## config.mk

```make
export PLATFORM = sky130hd
export DESIGN_NAME = swire_slave
export DESIGN_NICKNAME = d
export VERILOG_FILES = /design/src/rtl/swire_pkg.sv /design/src/rtl/swire_slave.sv
export VERILOG_INCLUDE_DIRS = /design/src /design/src/rtl
export SDC_FILE = /design/constraint.sdc
export NUM_CORES = 1
export LEC_CHECK = 0
export ABC_AREA = 1
export BUFFER_PORTS_ARGS = -buffer_cell sky130_fd_sc_hd__buf_4
export CAP_MARGIN = 15
export CORE_UTILIZATION = 60
export CTS_CLUSTER_DIAMETER = 50
export DETAILED_ROUTE_END_ITERATION = 16
export PLACE_DENSITY = 0.78
export SYNTH_ARGS = -nofsm -noshare
export SYNTH_HDL_FRONTEND = slang
export SYNTH_SLANG_ARGS = --single-unit
export TNS_END_PERCENT = 50
```

## constraint.sdc

```tcl
create_clock -name mclk -period 2.1 [get_ports mclk]
set_input_delay 0.21 -clock mclk [delete_from_list [all_inputs] [get_ports mclk]]
set_output_delay 0.21 -clock mclk [all_outputs]
set_load 0.01 [all_outputs]
```

## src/rtl/swire_regs.svh

```systemverilog
// timing, command and width constants for the single-wire slave
//
// What this block does
// - match command compares 64 bits to identity
// - mismatching device sleeps until next reset
// - skip command goes straight to function
// - search sends bit, complement, takes direction
// - after reset rise wait, then presence low
// - ready for data after presence and recovery
// - each slot carries exactly one bit
// - slot timer starts at falling crossing
// - recovery time needed after rising crossing
// - read zero drives low, read one silent
// - falling edge detection is low-pass filtered
// - shallow glitch above hysteresis is ignored
// - glitches inside hold-off window are ignored
// - long low line resets the device
// - selection commands are eight bits after presence
`ifndef SWIRE_REGS_SVH
`define SWIRE_REGS_SVH

// ==========================================================
// clock and times
`define SW_CLK_MHZ 50
`define SW_FILT_NS 100
`define SW_HOLDOFF_NS 500
`define SW_SAMPLE_US 30
`define SW_READ_HOLD_US 25
`define SW_PRESENCE_HIGH_DELAY_US 30
`define SW_PRESENCE_LOW_TIME_US 120
`define SW_RESET_DETECT_US 240

// least times round up to whole cycles
`define SW_FILT_CYC ((`SW_FILT_NS * `SW_CLK_MHZ + 999) / 1000)
`define SW_HOLDOFF_CYC ((`SW_HOLDOFF_NS * `SW_CLK_MHZ + 999) / 1000)
`define SW_SAMPLE_CYC (`SW_SAMPLE_US * `SW_CLK_MHZ)
`define SW_READ_HOLD_CYC (`SW_READ_HOLD_US * `SW_CLK_MHZ)
`define SW_PDH_CYC (`SW_PRESENCE_HIGH_DELAY_US * `SW_CLK_MHZ)
`define SW_PDL_CYC (`SW_PRESENCE_LOW_TIME_US * `SW_CLK_MHZ)
`define SW_RST_CYC (`SW_RESET_DETECT_US * `SW_CLK_MHZ)

// ==========================================================
// counter widths
`define SW_FILT_W 4
`define SW_HOLD_W 6
`define SW_SLOT_W 12
`define SW_PRES_W 16
`define SW_LOW_W 16
`define SW_IDX_W 6
`define SW_ID_LAST 6'h3f
`define SW_BIT_LAST 3'h7

// ==========================================================
// selection commands
`define SW_CMD_MATCH 8'h55
`define SW_CMD_SKIP 8'hcc
`define SW_CMD_SEARCH 8'hf0

`endif

```

## src/rtl/swire_pkg.sv

```systemverilog
// types shared by the single-wire slave
package swire_pkg;

	// ==========================================================
	// selection state machine
	typedef enum logic [3:0] {
		ST_SLEEP = 4'h0,
		ST_PRES_WAIT = 4'h1,
		ST_PRES_DRIVE = 4'h2,
		ST_ROM_CMD = 4'h3,
		ST_MATCH = 4'h4,
		ST_SRCH_BIT = 4'h5,
		ST_SRCH_CMP = 4'h6,
		ST_SRCH_DIR = 4'h7,
		ST_FUNC = 4'h8
	} sel_state_t;

endpackage

```

## src/rtl/swire_slave.sv

```systemverilog
// single-wire slave: front end, slot timing, presence and selection
`timescale 1ns/1ns
`include "swire_regs.svh"

module swire_slave #(
	parameter logic [63:0] DEVICE_ID = 64'h3c5a_7e19_0b2d_46a1, // arbitrary value
	parameter int PDL_CYC = `SW_PDL_CYC,
	parameter int RST_CYC = `SW_RST_CYC
) (
	input wire logic mclk,
	input wire logic rstn,
	input wire logic dq_lo_in,
	input wire logic dq_hi_in,
	output logic dq_out,
	output logic dq_oe,
	output logic selected,
	output logic func_valid,
	output logic [7:0] func_byte,
	output logic bus_reset
);

	// ==========================================================
	// state
	swire_pkg::sel_state_t state_q;
	swire_pkg::sel_state_t state_d;
	logic lvl_q;
	logic [`SW_FILT_W-1:0] lo_cnt_q;
	logic [`SW_HOLD_W-1:0] hold_q;
	logic fall_q;
	logic slot_act_q;
	logic [`SW_SLOT_W-1:0] slot_cnt_q;
	logic bit_done_q;
	logic bit_q;
	logic rd_drive_q;
	logic oe_q;
	logic [`SW_LOW_W-1:0] low_cnt_q;
	logic rst_seen_q;
	logic [`SW_PRES_W-1:0] pres_cnt_q;
	logic [`SW_IDX_W-1:0] idx_q;
	logic [2:0] bitn_q;
	logic [7:0] sh_q;
	logic fv_q;
	logic [7:0] fb_q;
	logic sel_q;
	logic brst_q;

	// ==========================================================
	// decode
	logic pres_phase;
	logic fall_d;
	logic rise_d;
	logic long_low;
	logic id_bit;
	logic tx_bit;
	logic read_st;
	logic [7:0] rx_byte;
	logic oe_d;
	logic id_last;
	logic byte_last;
	logic pdh_done;
	logic pdl_done;

	// our own presence drive must not be seen as a master slot
	assign pres_phase = (state_q == swire_pkg::ST_PRES_WAIT) || (state_q == swire_pkg::ST_PRES_DRIVE);
	// a fall counts only after the low level persisted and hold-off ended
	assign fall_d = lvl_q && !pres_phase && (hold_q == '0)
		&& (lo_cnt_q == `SW_FILT_W'(`SW_FILT_CYC));
	// leaving low needs the upper switchpoint, leaving high the lower one
	assign rise_d = !lvl_q && dq_hi_in;
	// the releasing edge is no longer a long low, so that rise can start presence
	assign long_low = !lvl_q && !dq_hi_in && (low_cnt_q >= `SW_LOW_W'(RST_CYC));
	assign id_bit = DEVICE_ID[idx_q];
	assign tx_bit = (state_q == swire_pkg::ST_SRCH_CMP) ? ~id_bit : id_bit;
	assign read_st = (state_q == swire_pkg::ST_SRCH_BIT) || (state_q == swire_pkg::ST_SRCH_CMP);
	assign rx_byte = {bit_q, sh_q[7:1]};
	assign oe_d = (state_q == swire_pkg::ST_PRES_DRIVE) || rd_drive_q;
	assign id_last = (idx_q == `SW_ID_LAST);
	assign byte_last = (bitn_q == `SW_BIT_LAST);
	assign pdh_done = (pres_cnt_q == `SW_PRES_W'(`SW_PDH_CYC - 1));
	assign pdl_done = (pres_cnt_q == `SW_PRES_W'(PDL_CYC - 1));

	// ==========================================================
	// analog front end in digital form
	// lo_cnt is the low-pass filter on the slot-start edge
	// our own pulldown restarts it, or the tail of presence would open a false slot
	always_ff @(posedge mclk) begin
		if (!rstn) begin
			lo_cnt_q <= '0;
		end else if (!dq_lo_in || oe_q) begin
			lo_cnt_q <= '0;
		end else if (lo_cnt_q != `SW_FILT_W'(`SW_FILT_CYC)) begin
			lo_cnt_q <= lo_cnt_q + `SW_FILT_W'(1);
		end
	end

	// recognised level with hysteresis
	always_ff @(posedge mclk) begin
		if (!rstn) begin
			lvl_q <= 1'b1;
		end else if (fall_d) begin
			lvl_q <= 1'b0;
		end else if (rise_d) begin
			lvl_q <= 1'b1;
		end
	end

	// hold-off window opened by each rising crossing
	always_ff @(posedge mclk) begin
		if (!rstn) begin
			hold_q <= '0;
		end else if (rise_d) begin
			hold_q <= `SW_HOLD_W'(`SW_HOLDOFF_CYC);
		end else if (hold_q != '0) begin
			hold_q <= hold_q - `SW_HOLD_W'(1);
		end
	end

	// ==========================================================
	// slot timer, one bit per slot
	always_ff @(posedge mclk) begin
		if (!rstn) begin
			fall_q <= 1'b0;
			slot_act_q <= 1'b0;
			slot_cnt_q <= '0;
			bit_done_q <= 1'b0;
			bit_q <= 1'b0;
		end else begin
			fall_q <= fall_d;
			bit_done_q <= 1'b0;
			if (fall_d) begin
				slot_act_q <= 1'b1;
				slot_cnt_q <= `SW_SLOT_W'(1);
			end else if (slot_act_q) begin
				slot_cnt_q <= slot_cnt_q + `SW_SLOT_W'(1);
				if (slot_cnt_q == `SW_SLOT_W'(`SW_SAMPLE_CYC)) begin
					slot_act_q <= 1'b0;
					bit_done_q <= 1'b1;
					bit_q <= lvl_q;
				end
			end
		end
	end

	// read-zero pulldown timed by the slot timer; a one leaves the line alone
	always_ff @(posedge mclk) begin
		if (!rstn) begin
			rd_drive_q <= 1'b0;
		end else if (fall_d && read_st && !tx_bit) begin
			rd_drive_q <= 1'b1;
		end else if (slot_cnt_q == `SW_SLOT_W'(`SW_READ_HOLD_CYC)) begin
			rd_drive_q <= 1'b0;
		end
	end

	// ==========================================================
	// long-low reset detection
	// a low held past the limit abandons whatever was in progress
	always_ff @(posedge mclk) begin
		if (!rstn) begin
			low_cnt_q <= '0;
		end else if (lvl_q) begin
			low_cnt_q <= '0;
		end else if (!long_low) begin
			low_cnt_q <= low_cnt_q + `SW_LOW_W'(1);
		end
	end

	// ==========================================================
	// selection state machine
	always_comb begin
		state_d = state_q;
		if (long_low) begin
			state_d = swire_pkg::ST_SLEEP;
		end else if (rise_d && rst_seen_q) begin
			state_d = swire_pkg::ST_PRES_WAIT;
		end else begin
			unique case (state_q)
				swire_pkg::ST_SLEEP: begin
					state_d = swire_pkg::ST_SLEEP;
				end
				swire_pkg::ST_PRES_WAIT: begin
					if (pdh_done) state_d = swire_pkg::ST_PRES_DRIVE;
				end
				swire_pkg::ST_PRES_DRIVE: begin
					if (pdl_done) state_d = swire_pkg::ST_ROM_CMD;
				end
				swire_pkg::ST_ROM_CMD: begin
					if (bit_done_q && byte_last) begin
						if (rx_byte == `SW_CMD_MATCH) state_d = swire_pkg::ST_MATCH;
						else if (rx_byte == `SW_CMD_SKIP) state_d = swire_pkg::ST_FUNC;
						else if (rx_byte == `SW_CMD_SEARCH) state_d = swire_pkg::ST_SRCH_BIT;
						else state_d = swire_pkg::ST_SLEEP;
					end
				end
				swire_pkg::ST_MATCH: begin
					if (bit_done_q) begin
						if (bit_q != id_bit) state_d = swire_pkg::ST_SLEEP;
						else if (id_last) state_d = swire_pkg::ST_FUNC;
					end
				end
				swire_pkg::ST_SRCH_BIT: begin
					if (bit_done_q) state_d = swire_pkg::ST_SRCH_CMP;
				end
				swire_pkg::ST_SRCH_CMP: begin
					if (bit_done_q) state_d = swire_pkg::ST_SRCH_DIR;
				end
				swire_pkg::ST_SRCH_DIR: begin
					if (bit_done_q) begin
						if (bit_q != id_bit) state_d = swire_pkg::ST_SLEEP;
						else if (id_last) state_d = swire_pkg::ST_FUNC;
						else state_d = swire_pkg::ST_SRCH_BIT;
					end
				end
				swire_pkg::ST_FUNC: begin
					state_d = swire_pkg::ST_FUNC;
				end
				default: begin
					state_d = swire_pkg::ST_SLEEP;
				end
			endcase
		end
	end

	always_ff @(posedge mclk) begin
		if (!rstn) begin
			state_q <= swire_pkg::ST_SLEEP;
		end else begin
			state_q <= state_d;
		end
	end

	// reset seen flag and presence timing
	always_ff @(posedge mclk) begin
		if (!rstn) begin
			rst_seen_q <= 1'b0;
			pres_cnt_q <= '0;
		end else begin
			if (long_low) rst_seen_q <= 1'b1;
			else if (rise_d) rst_seen_q <= 1'b0;
			if (state_d != state_q) pres_cnt_q <= '0;
			else if (pres_phase) pres_cnt_q <= pres_cnt_q + `SW_PRES_W'(1);
		end
	end

	// bit and byte counters, shift register taking bits lsb first
	always_ff @(posedge mclk) begin
		if (!rstn) begin
			idx_q <= '0;
			bitn_q <= '0;
			sh_q <= '0;
		end else if (pres_phase) begin
			idx_q <= '0;
			bitn_q <= '0;
		end else if (bit_done_q) begin
			sh_q <= rx_byte;
			bitn_q <= bitn_q + 3'h1;
			if (state_q == swire_pkg::ST_MATCH || state_q == swire_pkg::ST_SRCH_DIR) begin
				idx_q <= idx_q + `SW_IDX_W'(1);
			end
		end
	end

	// ==========================================================
	// registered outputs
	// selection holds until the next bus reset, function bytes pulse once
	always_ff @(posedge mclk) begin
		if (!rstn) begin
			oe_q <= 1'b0;
			fv_q <= 1'b0;
			fb_q <= '0;
			sel_q <= 1'b0;
			brst_q <= 1'b0;
		end else begin
			oe_q <= oe_d;
			brst_q <= rise_d && rst_seen_q;
			sel_q <= (state_d == swire_pkg::ST_FUNC);
			fv_q <= bit_done_q && byte_last && (state_q == swire_pkg::ST_FUNC);
			if (bit_done_q && byte_last && state_q == swire_pkg::ST_FUNC) fb_q <= rx_byte;
		end
	end

	assign dq_out = 1'b0;
	assign dq_oe = oe_q;
	assign selected = sel_q;
	assign func_valid = fv_q;
	assign func_byte = fb_q;
	assign bus_reset = brst_q;

	// ==========================================================
	// checks
	match_miss_sleep_a: assert property (@(posedge mclk) disable iff (!rstn)
		(state_q == swire_pkg::ST_MATCH && bit_done_q && bit_q != id_bit && !long_low)
		|=> state_q == swire_pkg::ST_SLEEP) else $error("match mismatch did not sleep");

	skip_to_func_a: assert property (@(posedge mclk) disable iff (!rstn)
		(state_q == swire_pkg::ST_ROM_CMD && bit_done_q && byte_last && rx_byte == `SW_CMD_SKIP
		&& !long_low && !(rise_d && rst_seen_q)) |=> selected) else $error("skip did not select");

	search_seq_a: assert property (@(posedge mclk) disable iff (!rstn)
		(state_q == swire_pkg::ST_SRCH_BIT && bit_done_q && !long_low && !(rise_d && rst_seen_q))
		|=> state_q == swire_pkg::ST_SRCH_CMP) else $error("search bit not followed by complement");

	search_drop_a: assert property (@(posedge mclk) disable iff (!rstn)
		(state_q == swire_pkg::ST_SRCH_DIR && bit_done_q && bit_q != id_bit)
		|=> !read_st ##1 !selected) else $error("search loser kept going");

	presence_drive_a: assert property (@(posedge mclk) disable iff (!rstn)
		(state_q == swire_pkg::ST_PRES_WAIT && state_d == swire_pkg::ST_PRES_DRIVE)
		|=> ##1 dq_oe [*8]) else $error("presence pulse missing");

	write_no_drive_a: assert property (@(posedge mclk) disable iff (!rstn)
		(fall_q && !read_st && !pres_phase) |-> ##2 !dq_oe) else $error("drove line in write slot");

	slot_start_a: assert property (@(posedge mclk) disable iff (!rstn)
		fall_q |-> slot_act_q && slot_cnt_q == `SW_SLOT_W'(1)) else $error("slot timer not started");

	holdoff_block_a: assert property (@(posedge mclk) disable iff (!rstn)
		$rose(lvl_q) |-> !fall_d [*8]) else $error("fall accepted inside hold-off");

	filter_fall_a: assert property (@(posedge mclk) disable iff (!rstn)
		fall_d |-> $past(dq_lo_in, 4) && $past(dq_lo_in, 1)) else $error("unfiltered fall accepted");

	hyst_keep_a: assert property (@(posedge mclk) disable iff (!rstn)
		(lvl_q && !dq_lo_in) |=> lvl_q) else $error("shallow glitch changed level");

	long_low_a: assert property (@(posedge mclk) disable iff (!rstn)
		long_low |=> state_q == swire_pkg::ST_SLEEP && !selected) else $error("long low did not reset");

endmodule // swire_slave

```

==> impl.org <==
** Outcome
- Result of the run :: complete, no violations

** Cells and area
- The number of antenna diodes in the final layout is 0.
- The net count of the finished layout is 740.
- Relative area change from synthesis to final layout :: 11.5%
- In the final layout, the share of cells above drive strength 1 is 12.7%.

** Logic synthesis
- Compound-Gate Fraction of Synth Area :: 9.77%
- Number of enable-type register cells in the synthesized netlist :: 0
- The synthesized netlist devotes 5.80% of its cell area to XOR and XNOR gates.
- Average size of a mapped cell :: 7.04 sq um
- After synthesis, the share of flip-flops with an asynchronous set or reset is 0%.
- After synthesis the cells add up to 4830 sq um.
- Synth Area in Adders :: 4.40%
- The synthesized design contains 93 register bits.
- Dominant combinational cell family by area after synthesis :: simple AND/OR/NAND/NOR gates
- Synthesis produced 686 cells.
- Synth Net Count :: 707
- The netlist uses 34 different library cells.
- Among all flip-flop cells after synthesis, the most frequent one is sky130_fd_sc_hd__dfxtp_1.
- The portion of synthesized area spent on multiplexers is 0.207%.
- Simple-gate area share of the yosys netlist :: 32.5%
- Of the synthesized area, sequential elements account for 38.5%.
- Ys Warns :: 0

** Die
- From bottom edge to top edge, the die measures 91.7 um.
- Width of the die :: 91.7 um
- Cell Rows :: 32
- Std-Cell Core Area :: 7770 sq um
- For this design the top-level I/O count stands at 17.
- Once the floorplan was initialized, standard cells occupied 62.2% of the core.
- The floorplan step defined a die boundary enclosing 8410 sq um.

** Pwr
- For this design the static power due to leakage is 2.19 nW.
- The worst-case IR drop observed on VDD is 0.348 mV.
- Overall power after layout :: 3.34 mW
- Cell Pwr Density :: 620 nW/um^2

** Worst setup path
- Most used cell along the critical path :: sky130_fd_sc_hd__nand2_1
- Counting both buffers and inverters, the worst setup path holds a total of 1.
- Largest incremental delay on the critical path :: 0.37 ns
- Along the worst path, the maximum fanout reaches 16.
- STA puts the critical path data arrival time at 2.30 ns.
- By startpoint and endpoint, the worst setup path is classified as reg -> reg.
- Kind of launch point of the worst setup path :: register
- Setup crit end kind :: register
- Worst path cell trace :: nor2_1 > nand3_1 > nand2_1 > nand2_1 > a21oi_2 > nand2_1 > nand2_1 > nand2_1 > nor3_2 > nand2_2 > buf_12 > nor2_1
- Worst path required time :: 2.39 ns
- Kind of cell adding the most delay to the critical path :: simple AND/OR/NAND/NOR gates
- The slowest stage of the critical path belongs to the cell sky130_fd_sc_hd__dfxtp_4.

** Clocking
- Clock latency of the later-clocked register in the worst-skew pair :: 0.35 ns
- TritonCTS Sinks :: 93
- Number of buffers created by CTS :: 9
- CTS placed an instance of sky130_fd_sc_hd__clkbuf_8 at the clock tree root.
- H-tree Lvls :: 3
- Clock-pin slew on the worst setup and hold paths :: 0.09 ns
- In this run, post-CTS hold repair placed 0 buffers.
- The clock passes through at most 2 buffers.
- TritonCTS built the clock tree.

** Place
- Input and output buffers added on the ports amount to 15.
- Weighted congestion reported at the end of routability-driven placement :: 0.945
- Summed over all nets, the half-perimeter wirelength after detailed placement is 7.16 mm.
- Prior to clock tree synthesis, the placed netlist has a worst setup slack of 0.0164 ns.

** Timing
- Shortest period the worst path allows :: 2.00 ns
- Max Clk Rate :: 0.499 GHz
- Count of pins over their slew limit :: 0
- Setup repair after global routing missed its margin :: yes
- Worst hold margin :: 0.188 ns
- Setup violations remaining at the end of the flow were counted as 0.
- Between clock sinks in the finished design, the worst skew comes to 0.0110 ns.
- In the post-route analysis, the smallest setup slack over all paths is 0.0966 ns.
- After layout, the worst path uses 95.4% of the clock period.
- The number of hold violations in the final report came to 0.

** Drt
- Antenna Violating Nets Remaining :: 0
- Using the TritonRoute via totals, the vias-per-cell ratio works out to 5.12.
- Dividing the detail-routed wire length by the instance count gives 11.7 um.
- Iteration-0 DRC count of the detailed router :: 245
- Wires add up to 9.67 mm.
- The first detailed-routing pass ran for 4 iterations.
- Post-route DRC violation count :: 0
- Number of vias after detailed routing :: 4229

** GRT
- First-pass GRT wire length :: 16.6 mm
- Via count of the first global-routing pass :: 3914
- The initial antenna violation count came to 0.
- GRT Total Usage :: 24.3%
- Entering global routing, the biggest net connects 24 pins.
- Global-route congestion overflow total :: 0

** Worst hold path
- Kind of path behind the tightest hold check :: in -> reg

** Flow run
- Max-cap violations in this run came to 0.
[registers in the layout, summed over array words and instances (netlist names), 3 cells and up]
| name | count |
|---|---|
| pres_cnt_q | 16 |
| sh_q | 7 |
| slot_cnt_q | 12 |
| low_cnt_q | 16 |
| idx_q | 6 |
| lo_cnt_q | 4 |
| bitn_q | 3 |
| func_byte | 8 |
| state_q | 4 |
| hold_q | 6 |
[cells in the mapped netlist (all sizes together) (9+ instances only)]
library cell	count	share of area, %
a21oi	49	5.2
dfxtp	93	39
ha	17	4.4
inv	97	7.5
nand2	154	13
nand3	48	5.3
nand4	9	1.2
nor2	108	10
nor3	18	2.3
o21ai	34	3.5
xnor2	13	2.4
xor2	19	3.4
[layout by cell type, fill, tap and decap left out, types with 3 or more instances in the layout]
cell type	synthesis	final
sky130_fd_sc_hd__nand2_1	147	145
sky130_fd_sc_hd__nor2_1	97	95
sky130_fd_sc_hd__inv_1	92	92
sky130_fd_sc_hd__dfxtp_1	93	91
sky130_fd_sc_hd__a21oi_1	48	48
sky130_fd_sc_hd__nand3_1	45	44
sky130_fd_sc_hd__buf_4	2	32
sky130_fd_sc_hd__o21ai_0	32	31
sky130_fd_sc_hd__xor2_1	19	18
sky130_fd_sc_hd__ha_1	17	16
sky130_fd_sc_hd__nor3_1	14	14
sky130_fd_sc_hd__xnor2_1	13	13
sky130_fd_sc_hd__nor2_4	10	10
sky130_fd_sc_hd__nand4_1	9	9
sky130_fd_sc_hd__clkbuf_8	0	9
sky130_fd_sc_hd__nand2_2	5	5
sky130_fd_sc_hd__inv_2	5	5
sky130_fd_sc_hd__nand2_4	2	4
sky130_fd_sc_hd__nand3_2	3	4
sky130_fd_sc_hd__nor3_2	4	3
sky130_fd_sc_hd__or2_2	3	3
sky130_fd_sc_hd__o21ai_1	2	3
[layer usage]
layer / part of all wire (%) / wire length [um] / up-vias / global-route usage [%]
met5: 0 / 0 / - / 0
met4: 1.3 / 128 / 0 / 9.77
met3: 2.5 / 241 / 12 / 4.31
met2: 47 / 4540 / 58 / 40.5
met1: 49 / 4760 / 1931 / 31.0
li1: - / - / 2228 / -
[final cells by class]
class | instances | area, sq um
Clock buffer | 9 | 124
Clock inverter | 7 | 51.3
Fill cell | 674 | 2380
Inverter | 97 | 364
Multi-Input combinational cell | 485 | 2590
Sequential cell | 93 | 1870
Tap cell | 102 | 128
Timing Repair Buffer | 33 | 260
[repair_timing]
action	in CTS	in global routing
resized for setup	0	15
buffers inserted	0	4
endpoints found under the setup margin	0	27
[logic make-up after synthesis]
kind of cell	Yosys count
and+or+nand+nor	344
buffers and inverters	108
DFF	93
AOI/OAI and AO/OA	90
xor gates and xnor gates	32
adders and majority gates	17
other	1
muxes	1
[report_power, final]
part / internal, mW / leakage [nW] / switching (mW)
registers: 1.82 / 0.752 / 0.0377
clock network: 0.434 / 0.0856 / 0.632
logic: 0.191 / 1.35 / 0.225
total: 2.44 / 2.19 / 0.894
[final timing paths]
path,from,slack (ns),depth (start not counted),end
min reg2reg,func_byte[4],0.45,2,func_byte[4]
max,state_q[1],0.1,12,pres_cnt_q[1]
min,rstn,0.19,2,lvl_q
max reg2reg,state_q[1],0.1,12,pres_cnt_q[1]
[per-stage QoR]
stage / utilization [%] / area [sq um] / cells / setup TNS (ns)
2_1_floorplan: - / 4830 / 686 / 0
3_3_place_gp: 66.1 / 5130 / 806 / 0
3_5_place_dp: 66.1 / 5130 / 806 / 0
4_1_cts: 68.3 / 5310 / 822 / 0
5_1_grt: 69.3 / 5390 / 826 / -0.400
6_report: 69.3 / 5390 / 826 / 0
Note: power is estimated with default switching activity, not from simulation.
